--- src/core/flash_self_program_map.vh ---
`ifndef FLASH_SELF_PROGRAM_MAP_VH
`define FLASH_SELF_PROGRAM_MAP_VH

// Control/status bit positions
`define BIT_SELF_PROGRAM_ENABLE 0
`define BIT_PAGE_ERASE_CMD 1
`define BIT_PAGE_WRITE_CMD 2
`define BIT_LOCK_BITS_SET_CMD 3
`define BIT_REENABLE 4
`define BIT_SIGNATURE_ROW_READ 5
`define BIT_SECTION_BUSY 6
`define BIT_STORE_READY_IRQ_ENABLE 7

// Low five bit command patterns; signature pattern is six bits
`define CMD_REENABLE 5'h11
`define CMD_LOCK_SET 5'h09
`define CMD_PAGE_WRITE 5'h05
`define CMD_PAGE_ERASE 5'h03
`define CMD_BUFFER_LOAD 5'h01
`define CMD_SIGNATURE 6'h21

// Lock bit byte layout
`define BIT_MEMORY_LOCK_LO 0
`define BIT_MEMORY_LOCK_HI 1
`define BIT_APP_SEC_LOCK_LO 2
`define BIT_APP_SEC_LOCK_HI 3
`define BIT_BOOT_SEC_LOCK_LO 4
`define BIT_BOOT_SEC_LOCK_HI 5
`define LOCK_BYTE_RESET 8'hFF

// Timing
`define STORE_WINDOW_CYCLES 3'h4
`define LOAD_WINDOW_CYCLES 3'h3
`define PROGRAM_TIME_US 4000
`define CLOCK_MHZ 10
`define PROGRAM_CYCLES (`PROGRAM_TIME_US * `CLOCK_MHZ)

// Sections: page index width, first stall-on-write page
`define PAGE_BITS 8
`define WORD_BITS 6
`define STALL_SECTION_FIRST_PAGE 8'hE0
`define BOOT_SECTION_FIRST_PAGE 8'hE0

`endif

--- src/core/flash_self_program_control.v ---
// Overview of operation
// - Erase/write to concurrent section sets busy, blocks
// - Busy clears on re-enable after finish, load
// - Signature pattern: load reads signature, store ignored
// - Re-enable only after enable clears, next store
// - No re-enable while programming; aborts buffer load
// - Lock-set store programs locks from R0
// - Load after lock-set reads lock or fuse
// - Page write stores buffer to Z page
// - Stall core for stall-section erase/write
// - Page erase clears Z-addressed page
// - Enable alone loads R1:R0 into buffer word
// - Enable arms four cycles, holds during programming
// - Only five low-bit patterns arm; others ignored
// - Six lock bits, programmed 0, chip erase sets
// - Memory lock mode 2 blocks external programming
// - Memory lock mode 3 blocks programming, verification
// - App pair 10/00 forbids stores to application
// - App pair 00/01 forbids boot loads from application
// - App pair 00/01 masks interrupts with boot vectors
// - Boot pair 10/00 forbids stores to boot
// - Boot pair 00/01 denies reads, masks interrupts
// - Ready request while irq enable and enable clear
`timescale 1ns/1ps
`default_nettype none
`include "flash_self_program_map.vh"

module flash_self_program_control
#(
    parameter PROGRAM_CYCLES = `PROGRAM_CYCLES
)
(
    input wire clk,
    input wire reset,
    input wire clock_enable,
    input wire csr_write,
    input wire [7:0] csr_write_data,
    input wire store_instr,
    input wire load_instr,
    input wire [15:0] z_pointer,
    input wire [7:0] r0,
    input wire [7:0] r1,
    input wire exec_boot,
    input wire vectors_in_boot,
    input wire global_irq_enable,
    input wire chip_erase,
    input wire [7:0] fuse_byte,
    input wire [7:0] signature_byte,
    input wire [7:0] flash_read_byte,
    output reg [7:0] self_program_control_status,
    output reg [7:0] lock_bit_byte,
    output reg [7:0] load_data,
    output reg load_denied,
    output reg core_stall,
    output reg store_ready_irq,
    output reg irq_block,
    output reg external_program_block,
    output reg external_verify_block,
    output reg fuse_locked,
    output reg boot_lock_locked,
    output reg flash_erase,
    output reg flash_write,
    output reg [7:0] flash_page,
    output reg buffer_write,
    output reg [5:0] buffer_word,
    output reg [15:0] buffer_data,
    output reg buffer_discard
);

    localparam ST_IDLE = 2'b00;
    localparam ST_ARMED = 2'b01;
    localparam ST_PROGRAM = 2'b10;

    ////////////////////////////////////////////////////////////////////////

    reg [1:0] state;
    reg [4:0] command;
    reg [2:0] window;
    reg [31:0] prog_count;
    reg section_busy;
    reg irq_enable;
    reg buffer_loaded;
    reg [1:0] next_state;

    wire [4:0] wr_low;
    wire wr_valid;
    wire [7:0] z_page;
    wire target_boot;
    wire store_denied_w;
    wire load_denied_w;
    wire irq_block_w;
    wire ext_prog_w;
    wire ext_ver_w;
    wire fuse_locked_w;
    wire boot_lock_locked_w;
    wire store_take;
    wire in_stall_section;
    wire signature_armed;

    function is_arm_pattern;
        input [5:0] bits;
        begin
            // Signature pattern accepted as reserved-but-documented
            is_arm_pattern = bits[4:0] == `CMD_REENABLE ||
                             bits[4:0] == `CMD_LOCK_SET ||
                             bits[4:0] == `CMD_PAGE_WRITE ||
                             bits[4:0] == `CMD_PAGE_ERASE ||
                             bits[4:0] == `CMD_BUFFER_LOAD ||
                             bits == `CMD_SIGNATURE;
        end
    endfunction

    function page_in_stall;
        input [7:0] page;
        begin
            page_in_stall = page >= `STALL_SECTION_FIRST_PAGE;
        end
    endfunction

    assign wr_low = csr_write_data[4:0];
    assign wr_valid = csr_write && is_arm_pattern(csr_write_data[5:0]);
    assign z_page = z_pointer[14:7];
    assign target_boot = z_page >= `BOOT_SECTION_FIRST_PAGE;
    assign in_stall_section = page_in_stall(z_page);
    assign store_take = state == ST_ARMED && store_instr && window != 3'h0;
    assign signature_armed =
        self_program_control_status[`BIT_SIGNATURE_ROW_READ];

    lock_access_check u_lock
    (
        .lock_byte(lock_bit_byte),
        .target_boot(target_boot),
        .exec_boot(exec_boot),
        .vectors_in_boot(vectors_in_boot),
        .store_denied(store_denied_w),
        .load_denied(load_denied_w),
        .irq_block(irq_block_w),
        .external_program_block(ext_prog_w),
        .external_verify_block(ext_ver_w),
        .fuse_locked(fuse_locked_w),
        .boot_lock_locked(boot_lock_locked_w)
    );

    ////////////////////////////////////////////////////////////////////////

    always @*
    begin
        next_state = state;
        case (state)
            ST_IDLE:
                if (wr_valid)
                    next_state = ST_ARMED;
            ST_ARMED:
                if (store_take &&
                    (command == `CMD_PAGE_ERASE ||
                     command == `CMD_PAGE_WRITE) && !store_denied_w)
                    next_state = ST_PROGRAM;
                else if (store_take || window == 3'h1)
                    next_state = ST_IDLE;
            ST_PROGRAM:
                if (prog_count == 32'h0000_0000)
                    next_state = ST_IDLE;
            default:
                next_state = ST_IDLE;
        endcase
    end

    always @(posedge clk)
    begin
        if (reset)
        begin
            state <= ST_IDLE;
            command <= 5'h00;
            window <= 3'h0;
            prog_count <= 32'h0000_0000;
            section_busy <= 1'b0;
            irq_enable <= 1'b0;
            buffer_loaded <= 1'b0;
            lock_bit_byte <= `LOCK_BYTE_RESET;
            self_program_control_status <= 8'h00;
            load_data <= 8'h00;
            load_denied <= 1'b0;
            core_stall <= 1'b0;
            store_ready_irq <= 1'b0;
            irq_block <= 1'b0;
            external_program_block <= 1'b0;
            external_verify_block <= 1'b0;
            fuse_locked <= 1'b0;
            boot_lock_locked <= 1'b0;
            flash_erase <= 1'b0;
            flash_write <= 1'b0;
            flash_page <= 8'h00;
            buffer_write <= 1'b0;
            buffer_word <= 6'h00;
            buffer_data <= 16'h0000;
            buffer_discard <= 1'b0;
        end
        else if (clock_enable)
        begin
            state <= next_state;
            flash_erase <= 1'b0;
            flash_write <= 1'b0;
            buffer_write <= 1'b0;
            buffer_discard <= 1'b0;
            if (csr_write)
                irq_enable <= csr_write_data[`BIT_STORE_READY_IRQ_ENABLE];
            // Command writes while programming are ignored (bit 7 still loads irq_enable): no re-enable then
            if (state == ST_IDLE && wr_valid)
            begin
                command <= wr_low;
                window <= `STORE_WINDOW_CYCLES;
                if (wr_low == `CMD_REENABLE && buffer_loaded)
                begin
                    buffer_discard <= 1'b1;
                    buffer_loaded <= 1'b0;
                end
            end
            else if (state == ST_ARMED)
                window <= window - 3'h1;
            if (store_take)
            begin
                case (command)
                    `CMD_BUFFER_LOAD:
                        // Signature read shares this code; its store is inert
                        if (!signature_armed)
                        begin
                            buffer_write <= 1'b1;
                            buffer_word <= z_pointer[6:1];
                            buffer_data <= {r1, r0};
                            buffer_loaded <= 1'b1;
                            section_busy <= 1'b0;
                        end
                    `CMD_PAGE_ERASE, `CMD_PAGE_WRITE:
                        if (!store_denied_w)
                        begin
                            flash_erase <= command == `CMD_PAGE_ERASE;
                            flash_write <= command == `CMD_PAGE_WRITE;
                            flash_page <= z_page;
                            prog_count <= PROGRAM_CYCLES - 1;
                            if (command == `CMD_PAGE_WRITE)
                                buffer_loaded <= 1'b0;
                            if (in_stall_section)
                                core_stall <= 1'b1;
                            else
                                section_busy <= 1'b1;
                        end
                    `CMD_LOCK_SET:
                        // Programming only clears bits; R1 and Z unused
                        lock_bit_byte <= lock_bit_byte &
                                         {2'b11, r0[5:0]};
                    `CMD_REENABLE:
                        section_busy <= 1'b0;
                    default:
                        ; // Unreachable: only armed codes get here
                endcase
            end
            if (state == ST_PROGRAM)
            begin
                if (prog_count == 32'h0000_0000)
                    core_stall <= 1'b0;
                else
                    prog_count <= prog_count - 32'h0000_0001;
            end
            if (chip_erase)
                lock_bit_byte <= `LOCK_BYTE_RESET;
            // Loads inside the three cycle window see special bytes
            if (load_instr)
            begin
                if (state == ST_ARMED && window >= 3'h2 &&
                    command == `CMD_LOCK_SET)
                    load_data <= z_pointer[0] ? fuse_byte :
                                 lock_bit_byte;
                else if (state == ST_ARMED && window >= 3'h2 &&
                         command == `CMD_BUFFER_LOAD &&
                         self_program_control_status[5])
                    load_data <= signature_byte;
                else if ((section_busy && !target_boot) || load_denied_w)
                    load_data <= 8'hFF;
                else
                    load_data <= flash_read_byte;
                load_denied <= (section_busy && !in_stall_section) ||
                               load_denied_w;
            end
            if (state == ST_IDLE && wr_valid)
                self_program_control_status <= {irq_enable, section_busy,
                                                csr_write_data[5:0]};
            else if (next_state == ST_IDLE)
                self_program_control_status <= {irq_enable, section_busy,
                                                6'h00};
            else
                self_program_control_status[7:6] <= {irq_enable,
                                                     section_busy};
            store_ready_irq <= irq_enable && global_irq_enable &&
                               next_state == ST_IDLE;
            irq_block <= irq_block_w;
            external_program_block <= ext_prog_w;
            external_verify_block <= ext_ver_w;
            fuse_locked <= fuse_locked_w;
            boot_lock_locked <= boot_lock_locked_w;
        end
    end

endmodule
`default_nettype wire

--- src/core/lock_access_check.v ---
`timescale 1ns/1ps
`default_nettype none
`include "flash_self_program_map.vh"

module lock_access_check
(
    input wire [7:0] lock_byte,
    input wire target_boot,
    input wire exec_boot,
    input wire vectors_in_boot,
    output wire store_denied,
    output wire load_denied,
    output wire irq_block,
    output wire external_program_block,
    output wire external_verify_block,
    output wire fuse_locked,
    output wire boot_lock_locked
);

    wire [1:0] app_pair;
    wire [1:0] boot_pair;
    wire [1:0] mem_pair;
    wire app_no_store;
    wire app_no_read;
    wire boot_no_store;
    wire boot_no_read;

    assign app_pair = {lock_byte[`BIT_APP_SEC_LOCK_HI],
                       lock_byte[`BIT_APP_SEC_LOCK_LO]};
    assign boot_pair = {lock_byte[`BIT_BOOT_SEC_LOCK_HI],
                        lock_byte[`BIT_BOOT_SEC_LOCK_LO]};
    assign mem_pair = {lock_byte[`BIT_MEMORY_LOCK_HI],
                       lock_byte[`BIT_MEMORY_LOCK_LO]};

    // Pair 10 or 00 forbids stores; 00 or 01 forbids cross reads
    assign app_no_store = ~app_pair[0];
    assign app_no_read = ~app_pair[1];
    assign boot_no_store = ~boot_pair[0];
    assign boot_no_read = ~boot_pair[1];

    assign store_denied = target_boot ? boot_no_store : app_no_store;
    assign load_denied = (target_boot && !exec_boot && boot_no_read) ||
                         (!target_boot && exec_boot && app_no_read);
    assign irq_block = (vectors_in_boot && !exec_boot && app_no_read) ||
                       (!vectors_in_boot && exec_boot && boot_no_read);
    assign external_program_block = mem_pair != 2'b11;
    assign fuse_locked = mem_pair != 2'b11;
    assign external_verify_block = mem_pair == 2'b00;
    assign boot_lock_locked = mem_pair == 2'b00;

endmodule
`default_nettype wire

--- config.mk ---
export PLATFORM = sky130hd
export DESIGN_NAME = flash_self_program_control
export DESIGN_NICKNAME = d
export VERILOG_FILES = /design/src/core/flash_self_program_control.v /design/src/core/lock_access_check.v
export VERILOG_INCLUDE_DIRS = /design/src /design/src/core
export SDC_FILE = /design/constraint.sdc
export NUM_CORES = 1
export LEC_CHECK = 0
export ABC_CLOCK_PERIOD_IN_PS = 7500
export BUFFER_PORTS_ARGS = -buffer_cell sky130_fd_sc_hd__buf_4
export CAP_MARGIN = 15
export CORE_MARGIN = 3
export CORE_UTILIZATION = 45
export DETAILED_ROUTE_END_ITERATION = 7
export GPL_TIMING_DRIVEN = 0
export PLACE_DENSITY = 0.76
export SLEW_MARGIN = 15
export SYNTH_ARGS = -nofsm -noshare
export SYNTH_HDL_FRONTEND = slang
export SYNTH_HIERARCHICAL = 1
export SYNTH_SLANG_ARGS = --single-unit
--- constraint.sdc ---
create_clock -name clk -period 7.5 [get_ports clk]
set_clock_uncertainty 0.1 [all_clocks]
set_input_delay 1.875 -clock clk [delete_from_list [all_inputs] [get_ports clk]]
set_output_delay 1.875 -clock clk [all_outputs]
set_load 0.03 [all_outputs]
==> impl_metrics.env <==
export IMPL_h_tree_depth=3
export IMPL_drcViolationCount=0
export IMPL_tightestPinTransition_ns=0.9537
export IMPL_postCtsSetupRepairBufs=0
export IMPL_tns_ns=0
export IMPL_route_vias_total=5315
export IMPL_globalRoute_totalOverflow=0
export IMPL_critPathKind="input port to register"
export IMPL_synth_warning_count=6
export IMPL_worst_ep_arrival_time_ns=4.52
export IMPL_gpl_final_weighted_congestion=0.9021
export IMPL_rsz0062_at_grt="no"
export IMPL_drive_above_1_share_pct=23.76
export IMPL_register_to_register_setup_slack_ns=4.04
export IMPL_grt_pass1_vias=5099
export IMPL_grt_first_pass_wirelength_um=24870
export IMPL_async_flop_share_pct=0
export IMPL_drt_wl_total_um=15340
export IMPL_synth_cell_type_count=65
export IMPL_drt_iter0_markers=339
export IMPL_antenna_found_initial=0
export IMPL_setup_viol=0
export IMPL_ys_dominant_reg_cell="sky130_fd_sc_hd__dfxtp_1"
export IMPL_worst_path_buf_inv=3
export IMPL_required_ns=7.64
export IMPL_synth_top_cell_by_area="sky130_fd_sc_hd__dfxtp_1"
export IMPL_postSynthAreaPerCell_um2=8.263
export IMPL_post_place_cells=890
export IMPL_timing_slew_headroom_pct=35.93
export IMPL_ctsLongestPathBuffers=2
export IMPL_cts_stage_hold_buffer_count=0
export IMPL_ir_drop_mv=0.1356
export IMPL_cts_sinks=110
export IMPL_clock_latency_on_the_worst_skew_pair_ns=0.35
export IMPL_final_max_slew_violation_count=0
export IMPL_cellLeakagePower_nw=2.606
export IMPL_syn_inst=614
export IMPL_cp_slowest_cell="sky130_fd_sc_hd__nor4_1"
export IMPL_floorplan_die_area_mm2=0.01258
export IMPL_path_cells="buf_4 -> nand3_1 -> inv_1 -> mux2i_1 -> nor4_1 -> nand3_1 -> clkbuf_1 -> nand2_1 -> a21oi_1"
export IMPL_powerDensity_mw_per_mm2=181.0
export IMPL_final_antenna_net_count=0
export IMPL_placement_cell_area_mm2=0.006270
export IMPL_syn_to_final_growth_pct=29.32
export IMPL_viasPerCell=5.866
export IMPL_synthesis_nets=693
export IMPL_first_pass_iters=5
export IMPL_tritoncts="yes"
export IMPL_post_route_min_period_ns=4.387
export IMPL_final_nets=840
export IMPL_ys_seq_elements=110
export IMPL_clkTransAtPathRegs_ns=0.07
export IMPL_finish_cell_count_without_fillers=906
export IMPL_critical_path_endpoint_type="register"
export IMPL_io_pins=140
export IMPL_post_route_period_util_pct=58.50
export IMPL_setup_worst_path_start_class="input port"
export IMPL_die_boundary_width_um=112.2
export IMPL_worst_path_dominant_cell_family="simple AND/OR/NAND/NOR gates"
export IMPL_maxCapViolations=0
export IMPL_synth_edff_count=0
export IMPL_synth_top_cells_by_count="sky130_fd_sc_hd__dfxtp_1, sky130_fd_sc_hd__nand2_1, sky130_fd_sc_hd__a21oi_1"
export IMPL_critical_path_max_fanout=10
export IMPL_cell_area_after_technology_mapping_mm2=0.005074
export IMPL_layout_cell_area_non_filler_mm2=0.006561
export IMPL_core_area_mm2=0.01094
export IMPL_post_dp_hpwl_um=11340
export IMPL_pin_count_of_the_biggest_net_entering_global_routing=18
export IMPL_hold_class="register to register"
export IMPL_post_cts_resize_count=0
export IMPL_ys_seq_area_share_pct=43.40
export IMPL_place_port_buffers=136
export IMPL_yosysTopAreaCellShare_pct=43.40
export IMPL_cpMostUsedCell="sky130_fd_sc_hd__nand3_1"
export IMPL_status="completed"
export IMPL_number_of_clock_buffers_inserted_by_tritoncts=9
export IMPL_initial_utilization_pct=46.40
export IMPL_hold_violations=0
export IMPL_synth_top_cells_by_area="sky130_fd_sc_hd__dfxtp_1, sky130_fd_sc_hd__nand2_1, sky130_fd_sc_hd__a21oi_1, sky130_fd_sc_hd__or4_1, sky130_fd_sc_hd__nor2_1"
export IMPL_antenna_diodes=0
export IMPL_routedWlPerCell_um=16.93
export IMPL_worst_path_largest_cell_delay_ns=0.82
export IMPL_fp_dieH_um=112.2
export IMPL_rows=38
export IMPL_cts_root_buf="sky130_fd_sc_hd__clkbuf_16"
export IMPL_global_route_usage_total_pct=23.97
export IMPL_timing_fmax_ghz=0.2279
export IMPL_synthMostInstantiatedCell="sky130_fd_sc_hd__dfxtp_1"
logic make-up after synthesis:
group	Yosys count	share of synthesized area [%]
simple gates	257	25.89
compound gates	173	21.83
flops	110	43.40
buf+inv	52	4.192
mux	15	3.107
fa+ha+maj	5	1.233
xor+xnor	2	0.3453
state kept, by name, indices dropped and copies added, names as in the netlist, 2 cells and up:
signal / flops
buffer_data: 16
window: 3
flash_page: 8
self_program_control_status: 8
prog_count: 32
state: 2
load_data: 8
command: 5
buffer_word: 6
lock_bit_byte: 7
final timing paths:
check            startpoint  cells past startpoint             end
max           z_pointer[13]                      9  prog_count[26]
min reg2reg  buffer_word[5]                      2  buffer_word[5]
max reg2reg   prog_count[0]                      7  prog_count[22]
min          buffer_word[5]                      2  buffer_word[5]
per-layer routing:
metal	share of wire (%)	vias to the layer above	global-route usage [%]	wire, um
li1	-	2560	-	-
met1	41	2531	29.67	6334
met2	49	197	40.56	7566
met3	7.3	27	6.038	1119
met4	2.1	0	8.574	319
met5	0	-	0	0
area by class of cell:
class                           instances  area (um^2)
Buffer                                 39        163.9
Clock buffer                           11        232.7
Clock inverter                          5        58.81
Fill cell                             984         4374
Inverter                               13        48.80
Multi-Input combinational cell        452         2659
Sequential cell                       110         2202
Tap cell                              140        175.2
Timing Repair Buffer                  136         1021
power breakdown:
part           internal [mW]  switching [mW]  total, mW
combinational         0.0493          0.0591      0.108
clock                  0.261           0.220      0.481
sequential             0.591         0.00681      0.598
total                  0.901           0.286       1.19
tightest hold or removal path: stages, from the launching register on:
cell                      delay (ns)
sky130_fd_sc_hd__dfxtp_1        0.31
sky130_fd_sc_hd__nand2_1        0.05
sky130_fd_sc_hd__a21oi_1        0.05
cell usage in the layout (no fill, tap or decap), drive strengths merged, types with 6 or more instances in the layout:
master	instances
o221ai	7
or2	7
or4	22
nand4	6
inv	13
o311ai	9
o21ai	19
a211oi	7
mux2	6
buf	147
nor4	14
nand2	106
or3	11
o31ai	12
clkbuf	39
nand3	14
mux2i	9
nor3	14
a21oi	74
nor2	33
dfxtp	110
a31oi	14
through the flow:
| stage | utilization [%] | total power [mW] | setup WS, ns | hold WS, ns |
|---|---|---|---|---|
| floorplan | - | 0.6630 | 3.624 | 0.3492 |
| global placement | 57.33 | 0.7166 | 2.847 | 0.3409 |
| detailed placement | 57.33 | 0.7186 | 2.807 | 0.3498 |
| CTS | 60.00 | 1.190 | 3.164 | 0.3597 |
| global route | 60.00 | 1.222 | 2.922 | 0.3786 |
| finish | 60.00 | 1.187 | 3.113 | 0.3584 |
Note: power is estimated with default switching activity, not from simulation.
